`config.mk`:
```
export PLATFORM = sky130hd
export DESIGN_NAME = dacrc_top
export DESIGN_NICKNAME = d
export VERILOG_FILES = /design/src/dacrc_pkg.sv /design/src/dacrc_top.sv /design/src/dacrc_fifo.sv
export SDC_FILE = /design/constraint.sdc
export NUM_CORES = 1
export LEC_CHECK = 0
export BUFFER_PORTS_ARGS = -buffer_cell sky130_fd_sc_hd__buf_2
export CAP_MARGIN = 0
export CORE_UTILIZATION = 50
export CTS_CLUSTER_DIAMETER = 150
export DETAILED_ROUTE_END_ITERATION = 8
export PLACE_DENSITY_LB_ADDON = 0.3
export SYNTH_ARGS = -nofsm -noshare
export SYNTH_HDL_FRONTEND = slang
export SYNTH_HIERARCHICAL = 1
export SYNTH_SLANG_ARGS = --single-unit
```
`constraint.sdc`:
```
create_clock -name CLK_IN -period 6.1 [get_ports CLK_IN]
set_input_delay 0.61 -clock CLK_IN [delete_from_list [all_inputs] [get_ports CLK_IN]]
set_output_delay 0.61 -clock CLK_IN [all_outputs]
set_load 0.05 [all_outputs]
```
`src/dacrc_pkg.sv`:
```
// dacrc_pkg: shared constants and types for the dual converter control block
// assumes: a single 125 MHz clock domain; no imports, every use is scoped
package dacrc_pkg;
    // ------------------------------------------------------------------
    // data widths
    // ------------------------------------------------------------------
    localparam int unsigned RESULT_WIDTH  = 14;       // result word width
    localparam int unsigned FIFO_DEPTH    = 16;       // words buffered
    // ------------------------------------------------------------------
    // timing
    // ------------------------------------------------------------------
    localparam int unsigned CLK_PERIOD_PS = 8000;     // 125 MHz clock
    localparam int unsigned CONV_TIME_NS  = 5200;     // longest conversion
    // longest time rounds down to whole cycles
    localparam int unsigned CONV_CYCLES   = (CONV_TIME_NS * 1000) / CLK_PERIOD_PS;
    // worst pin edge to busy rise: one cycle to sample, three filter flops
    localparam int unsigned PIN_LATENCY   = 4;
    // timer load; busy stands load plus two cycles, so pin to done fits the limit
    localparam int unsigned CONV_LOAD     = CONV_CYCLES - PIN_LATENCY - 2;
    // ------------------------------------------------------------------
    // codes
    // ------------------------------------------------------------------
    localparam logic [13:0] BIPOLAR_MIN   = 14'h2000; // most negative code
    localparam logic [13:0] BIPOLAR_MAX   = 14'h1FFF; // most positive code
    localparam logic [13:0] UNIPOLAR_MAX  = 14'h3FFF; // all ones
    localparam logic [13:0] RESET_RESULT  = 14'h0000; // result after reset
    // ------------------------------------------------------------------
    // one conversion: pair used and both codes
    // ------------------------------------------------------------------
    typedef struct packed {
        logic        pair_b;                          // pair select at start
        logic [13:0] input_one;                       // first converter code
        logic [13:0] input_two;                       // second converter code
    } dacrc_sample_type;
endpackage : dacrc_pkg

```
`src/dacrc_top.sv`:
```
// dacrc_top: conversion control and two-strobe parallel readout
// assumes: analog side delivers two raw codes per conversion as straight
// binary offsets; host pins are asynchronous and pass a 3-flop filter
`timescale 1ns/1ps
module dacrc_top #(
    parameter bit BIPOLAR = 1'b1              // 1: twos complement coding
) (
    // clock and reset
    input  wire logic        CLK_IN,
    input  wire logic        SYS_RST_IN,
    // host control pins
    input  wire logic        CONVERSION_START_N_IN,
    input  wire logic        INPUT_PAIR_SELECT_IN,
    input  wire logic        CHIP_SELECT_N_IN,
    input  wire logic        READ_N_IN,
    // raw codes from the two converters, straight binary from the bottom of the range
    input  wire logic [13:0] CONVERTER_ONE_RAW_IN,
    input  wire logic [13:0] CONVERTER_TWO_RAW_IN,
    // analog mux control, high routes pair B to both converters
    output logic             MUX_PAIR_B_OUT,
    // host status and data pins
    output logic             BUSY_OUT,
    output logic             TRACK_HOLD_OUT,
    output logic [13:0]      DATA_OUT,
    output logic             DATA_OE_OUT,
    output logic             FIFO_OVERFLOW_OUT
);
    // ------------------------------------------------------------------
    // types and declarations
    // ------------------------------------------------------------------
    typedef enum logic [1:0] {ST_IDLE, ST_CONVERT, ST_PUSH} dacrc_state_type;
    localparam int unsigned CW = $clog2(dacrc_pkg::CONV_CYCLES + 1);

    logic [2:0]  start_sync;                  // start pin filter
    logic [2:0]  pair_sync;                   // pair select filter
    logic [2:0]  cs_sync;                     // chip select filter
    logic [2:0]  rd_sync;                     // read strobe filter
    logic        start_n;                     // filtered start level
    logic        pair_sel;                    // filtered pair select
    logic        cs_n;                        // filtered chip select
    logic        rd_n;                        // filtered read strobe
    logic        next_start_n, next_pair_sel, next_cs_n, next_rd_n;

    dacrc_state_type          state, next_state;
    logic [CW-1:0]            conv_cnt, next_conv_cnt;     // conversion timer
    dacrc_pkg::dacrc_sample_type sample, next_sample;      // held conversion
    logic                     busy, next_busy;
    logic                     hold, next_hold;
    logic                     overflow, next_overflow;

    logic                     second_read, next_second_read; // word pointer
    logic [13:0]              data, next_data;
    logic                     data_oe, next_data_oe;
    logic                     have_word, next_have_word;   // popped sample held
    dacrc_pkg::dacrc_sample_type rd_word, next_rd_word;

    logic                     fifo_in_ready;
    logic                     fifo_out_valid;
    logic                     fifo_pop;
    dacrc_pkg::dacrc_sample_type fifo_out;

    // ------------------------------------------------------------------
    // output coding
    // ------------------------------------------------------------------
    // raw code counts from the bottom of the range; bipolar flips the msb
    function automatic logic [13:0] encode(input logic [13:0] raw);
        if (BIPOLAR)
        begin
            // bottom 0000 -> 2000, ground 2000 -> 0000, top 3FFF -> 1FFF
            return {~raw[13], raw[12:0]};
        end
        return raw;
    endfunction : encode

    // ------------------------------------------------------------------
    // pin filters: three flops, a change counts when last two agree
    // ------------------------------------------------------------------
    always_comb
    begin
        next_start_n  = (start_sync[2] == start_sync[1]) ? start_sync[2] : start_n;
        next_pair_sel = (pair_sync[2] == pair_sync[1]) ? pair_sync[2] : pair_sel;
        next_cs_n     = (cs_sync[2] == cs_sync[1]) ? cs_sync[2] : cs_n;
        next_rd_n     = (rd_sync[2] == rd_sync[1]) ? rd_sync[2] : rd_n;
    end

    always_ff @(posedge CLK_IN or posedge SYS_RST_IN)
    begin
        if (SYS_RST_IN)
        begin
            start_sync <= 3'h7;
            pair_sync  <= 3'h0;
            cs_sync    <= 3'h7;
            rd_sync    <= 3'h7;
            start_n    <= 1'b1;
            pair_sel   <= 1'b0;
            cs_n       <= 1'b1;
            rd_n       <= 1'b1;
        end
        else
        begin
            start_sync <= {start_sync[1:0], CONVERSION_START_N_IN};
            pair_sync  <= {pair_sync[1:0], INPUT_PAIR_SELECT_IN};
            cs_sync    <= {cs_sync[1:0], CHIP_SELECT_N_IN};
            rd_sync    <= {rd_sync[1:0], READ_N_IN};
            start_n    <= next_start_n;
            pair_sel   <= next_pair_sel;
            cs_n       <= next_cs_n;
            rd_n       <= next_rd_n;
        end
    end

    // ------------------------------------------------------------------
    // conversion sequencer
    // ------------------------------------------------------------------
    always_comb
    begin
        next_state    = state;
        next_conv_cnt = conv_cnt;
        next_sample   = sample;
        next_busy     = busy;
        next_hold     = hold;
        next_overflow = overflow;
        case (state)
            ST_IDLE:
            begin
                // mux tracks the select while idle, frozen once holding
                next_sample.pair_b = pair_sel;
                // start edge: both holds close together, busy rises
                if (start_n && !next_start_n)
                begin
                    next_hold          = 1'b1;
                    next_busy          = 1'b1;
                    next_conv_cnt      = CW'(dacrc_pkg::CONV_LOAD);
                    next_state         = ST_CONVERT;
                end
            end
            ST_CONVERT:
            begin
                // internal timer paces the conversion
                if (conv_cnt == '0)
                begin
                    next_sample.input_one = encode(CONVERTER_ONE_RAW_IN);
                    next_sample.input_two = encode(CONVERTER_TWO_RAW_IN);
                    next_state            = ST_PUSH;
                end
                else
                begin
                    next_conv_cnt = conv_cnt - 1'b1;
                end
            end
            ST_PUSH:
            begin
                // write to output queue and release busy and track on the same edge
                next_hold  = 1'b0;
                next_busy  = 1'b0;
                next_state = ST_IDLE;
                if (!fifo_in_ready)
                begin
                    next_overflow = 1'b1;     // oldest unread sample kept
                end
            end
            default:
            begin
                next_state = ST_IDLE;
            end
        endcase
    end

    always_ff @(posedge CLK_IN or posedge SYS_RST_IN)
    begin
        if (SYS_RST_IN)
        begin
            state    <= ST_IDLE;
            conv_cnt <= '0;
            sample   <= '0;
            busy     <= 1'b0;
            hold     <= 1'b0;
            overflow <= 1'b0;
        end
        else
        begin
            state    <= next_state;
            conv_cnt <= next_conv_cnt;
            sample   <= next_sample;
            busy     <= next_busy;
            hold     <= next_hold;
            overflow <= next_overflow;
        end
    end

    // ------------------------------------------------------------------
    // result queue
    // ------------------------------------------------------------------
    dacrc_fifo #(
        .WIDTH ($bits(dacrc_pkg::dacrc_sample_type)),
        .DEPTH (dacrc_pkg::FIFO_DEPTH)
    ) u_fifo (
        .clk_in        (CLK_IN),
        .rst_in        (SYS_RST_IN),
        .in_valid_in   (state == ST_PUSH),
        .in_ready_out  (fifo_in_ready),
        .in_data_in    (sample),
        .out_valid_out (fifo_out_valid),
        .out_ready_in  (fifo_pop),
        .out_data_out  (fifo_out)
    );

    // ------------------------------------------------------------------
    // read port: first strobe input one, second input two
    // ------------------------------------------------------------------
    always_comb
    begin
        next_second_read = second_read;
        next_data        = data;
        next_data_oe     = !cs_n && !rd_n;
        next_have_word   = have_word;
        next_rd_word     = rd_word;
        fifo_pop         = 1'b0;
        // fetch next queued sample whenever none is held
        if (!have_word && fifo_out_valid)
        begin
            fifo_pop       = 1'b1;
            next_rd_word   = fifo_out;
            next_have_word = 1'b1;
        end
        // strobe start: drive the word for this slot; with no sample held, data keeps last word
        if (!cs_n && rd_n && !next_rd_n && have_word)
        begin
            next_data = second_read ? rd_word.input_two : rd_word.input_one;
        end
        // strobe end: advance word pointer, drop sample after pair
        if (!cs_n && !rd_n && next_rd_n)
        begin
            next_second_read = !second_read;
            if (second_read && have_word)
            begin
                next_have_word = 1'b0;
            end
        end
    end

    always_ff @(posedge CLK_IN or posedge SYS_RST_IN)
    begin
        if (SYS_RST_IN)
        begin
            second_read <= 1'b0;
            data        <= dacrc_pkg::RESET_RESULT;
            data_oe     <= 1'b0;
            have_word   <= 1'b0;
            rd_word     <= '0;
        end
        else
        begin
            second_read <= next_second_read;
            data        <= next_data;
            data_oe     <= next_data_oe;
            have_word   <= next_have_word;
            rd_word     <= next_rd_word;
        end
    end

    // ------------------------------------------------------------------
    // outputs straight from flops
    // ------------------------------------------------------------------
    always_comb
    begin
        BUSY_OUT          = busy;
        TRACK_HOLD_OUT    = hold;
        DATA_OUT          = data;
        DATA_OE_OUT       = data_oe;
        FIFO_OVERFLOW_OUT = overflow;
        MUX_PAIR_B_OUT    = sample.pair_b;
    end
endmodule : dacrc_top

```
`src/dacrc_fifo.sv`:
```
// dacrc_fifo: synchronous FIFO with valid/ready on both sides
// assumes: one clock, asynchronous active-high reset
`timescale 1ns/1ps
module dacrc_fifo #(
    parameter int unsigned WIDTH = 29,
    parameter int unsigned DEPTH = 16
) (
    // clock and reset
    input  wire logic             clk_in,
    input  wire logic             rst_in,
    // fill side
    input  wire logic             in_valid_in,
    output logic                  in_ready_out,
    input  wire logic [WIDTH-1:0] in_data_in,
    // drain side
    output logic                  out_valid_out,
    input  wire logic             out_ready_in,
    output logic [WIDTH-1:0]      out_data_out
);
    localparam int unsigned AW = $clog2(DEPTH);
    logic [WIDTH-1:0] mem [DEPTH];            // storage
    logic [AW-1:0]    wr_ptr;                 // write index
    logic [AW-1:0]    rd_ptr;                 // read index
    logic [AW:0]      count;                  // words held
    logic [AW-1:0]    next_wr_ptr;
    logic [AW-1:0]    next_rd_ptr;
    logic [AW:0]      next_count;
    logic             do_wr;                  // accepted write
    logic             do_rd;                  // accepted read

    // ------------------------------------------------------------------
    // handshake and next pointers
    // ------------------------------------------------------------------
    always_comb
    begin
        in_ready_out  = (count != DEPTH[AW:0]);
        out_valid_out = (count != '0);
        out_data_out  = mem[rd_ptr];
        do_wr         = in_valid_in && in_ready_out;
        do_rd         = out_valid_out && out_ready_in;
        next_wr_ptr   = do_wr ? AW'(wr_ptr + 1'b1) : wr_ptr;
        next_rd_ptr   = do_rd ? AW'(rd_ptr + 1'b1) : rd_ptr;
        next_count    = count;
        if (do_wr && !do_rd)
        begin
            next_count = count + 1'b1;
        end
        else if (do_rd && !do_wr)
        begin
            next_count = count - 1'b1;
        end
    end

    // ------------------------------------------------------------------
    // registers
    // ------------------------------------------------------------------
    always_ff @(posedge clk_in or posedge rst_in)
    begin
        if (rst_in)
        begin
            wr_ptr <= '0;
            rd_ptr <= '0;
            count  <= '0;
        end
        else
        begin
            wr_ptr <= next_wr_ptr;
            rd_ptr <= next_rd_ptr;
            count  <= next_count;
        end
    end

    // storage write, no reset needed
    always_ff @(posedge clk_in)
    begin
        if (do_wr)
        begin
            mem[wr_ptr] <= in_data_in;
        end
    end
endmodule : dacrc_fifo

```
==> impl_metrics.yaml <==
run:
  maxCapViolCount: 0
sta:
  grt_setup_unrepaired: "no"
  hold_viol: 0
  max_slew_margin_pct: 10.6
  worstMarginPinSlew_ns: 1.34
  min_period_over_period_pct: 55.6
  setup_violations: 0
  fmax_mhz: 295
  maxSlewViolCount: 0
  setup_tns_ns: 0
  post-route-min-period_ns: 3.39
  skew_ns: 0.0157
clocking:
  cts_root_buf: "clkbuf_16"
  hold_buffers: 0
  insertion_delay_ns: 0.60
  cts_tree: "yes"
  cts_setup_buffers: 0
  cts_resized: 0
  cts_sinks: 565
  cts_htree_levels: 2
  clk_pin_slew_ns: 0.07
  cts_max_path_buffers: 3
  cts_made_buffers: 55
floorplan:
  initial_core_util_pct: 51.1
  core_area_mm2: 0.0434
  ios: 53
  dieArea_mm2: 0.0451
  rows: 76
  die_y_um: 212
  die_x_um: 212
drt:
  wl_per_cell_um: 25.1
  drc: 0
  drtIter0Drc: 921
  vias: 11200
  ant_nets: 0
  routed_wl_um: 47700
  viasPerCell: 5.91
  firstDrtPassIters: 5
finish:
  drive_above_1_share_pct: 24.4
  antennaDiodeCount: 0
  syn2layout_area_growth_pct: 13.0
  layout.nets: 1312
  regArea_mm2: 0.0164
  multi_input_area_mm2: 0.00540
  stdcell_count: 1899
  fill_cells: 3239
grt:
  grt_busiest_layer: "met2"
  grtUsageTotal_pct: 22.0
  grt_pass1_vias: 11400
  grt_pass1_wl_um: 71300
  met1_usage_pct: 29.2
  grt_use_met2_pct: 36.9
  grt_use_met3_pct: 3.66
  grt-ovfl-total: 0
  grt_max_degree: 75
  antenna_found_initial: 1
setup_path:
  critPathMaxFanout: 31
  critPathArrivalTime_ns: 3.93
  cp_cell_sequence: "nor4_2 -> nand2b_1 -> nor2b_4 -> nand2_1 -> ha_1 -> inv_1 -> ha_1 -> a21o_1 -> a21oi_1 -> mux2i_1 -> xnor2_1"
  worstSetupPathType: "reg2reg"
  cpMaxStageDelayCell: "nor2b_4"
  critPathCaptureType: "flip-flop"
  crit_buf_inv: 1
  critPathMaxStageDelay_ns: 0.87
  required_ns: 6.63
  crit_family: "simple AND/OR/NAND/NOR gates"
  crit_top_cell: "ha_1"
  cp-start-kind: "flip-flop"
placed_design:
  dpl.hpwl_um: 25700
  dp.cells: 1795
  gp_congestion: 0.790
  io_buffers: 52
power:
  power_density_mw_per_mm2: 467
  p_total_mw: 11.7
  vdd_ir_drop_max_v: 0.000353
  total_leakage_power_nw: 8.96
yosys:
  syn_area_mm2: 0.0221
  syn-num-nets: 1238
  synthCells: 1193
  avgSynthCellArea_um2: 18.6
  yosys_warnings: 6
run_status:
  status: "finished, final reports clean"
worst_hold_path:
  hp-class: "in2async"
==> metrics by stage <==
| step | setup WS (ns) | hold WS, ns | utilization (%) | instance area [µm²] |
|---|---|---|---|---|
| after floorplan | 2.59 | 0.331 | - | 22100 |
| after CTS | 2.67 | 0.0589 | 57.7 | 25000 |
| after global routing | 2.37 | 0.0885 | 57.7 | 25000 |
| final | 2.71 | 0.0591 | 57.7 | 25000 |
| after detailed placement | 2.70 | 0.351 | 53.2 | 23100 |
| after global placement | 2.80 | 0.336 | 53.2 | 23100 |
==> worst register-to-register path, delay by kind of cell, from the launching register on <==
| family | cells | cell delay, ns |
|---|---|---|
| simple gates | 4 | 1.43 |
| fa+ha+maj | 2 | 0.59 |
| compound gates | 2 | 0.35 |
| mux | 1 | 0.23 |
| xor+xnor | 1 | 0.13 |
| buf+inv | 1 | 0.16 |
| flops | 1 | 0.45 |
==> layout by cell type, fill, tap and decap left out, drive strengths merged, types with 18 or more instances in the layout <==
cell type,instances
o21ai,33
mux2i,132
a22oi,28
edfxtp,448
clkbuf,70
nand2,51
dfrtp,105
mux2,57
nor2,43
mux4,56
a21oi,18
a221oi,56
buf,81
==> layout make-up <==
class | count | area share (%)
clock buffers | 70 | 5.97
clock inverters | 34 | 1.85
inverters | 14 | 0.220
multi-input cells | 550 | 21.6
flip-flops and latches | 565 | 65.5
well taps | 585 | 2.93
repair buffers | 81 | 1.91
==> layer usage <==
layer  vias up  part of all wire [%]
met5         -                     0
met4         0                   2.6
met3        78                   6.6
met2       398                    50
met1      5839                    41
li1       4909                     -
==> worst paths after layout <==
check | start | end | slack (ns) | cells after the start
max in group asynchronous | SYS_RST_IN | sample[2] | 4.77 | 3
min | SYS_RST_IN | u_fifo/count[3] | 0.06 | 2
max | u_fifo/count[0] | u_fifo/count[4] | 2.71 | 11
max reg2reg | u_fifo/count[0] | u_fifo/count[4] | 2.71 | 11
min in group CLK_IN | CHIP_SELECT_N_IN | cs_sync[0] | 0.11 | 1
min reg2reg | cs_sync[0] | cs_sync[1] | 0.36 | 0
==> where the power goes <==
| part | total, mW | switching [mW] | internal (mW) |
|---|---|---|---|
| combinational | 2.54 | 1.41 | 1.13 |
| sequential | 5.54 | 0.682 | 4.86 |
| clock | 3.61 | 1.45 | 2.17 |
| total | 11.7 | 3.54 | 8.16 |
==> state kept, by name, indices dropped and copies added (netlist names), 4 cells and up <==
name / count
u_fifo/count: 5
u_fifo/wr_ptr: 4
rd_word: 28
conv_cnt: 10
u_fifo/mem: 448
sample: 28
u_fifo/rd_ptr: 4
DATA_OUT: 14
Note: power is estimated with default switching activity, not from simulation.
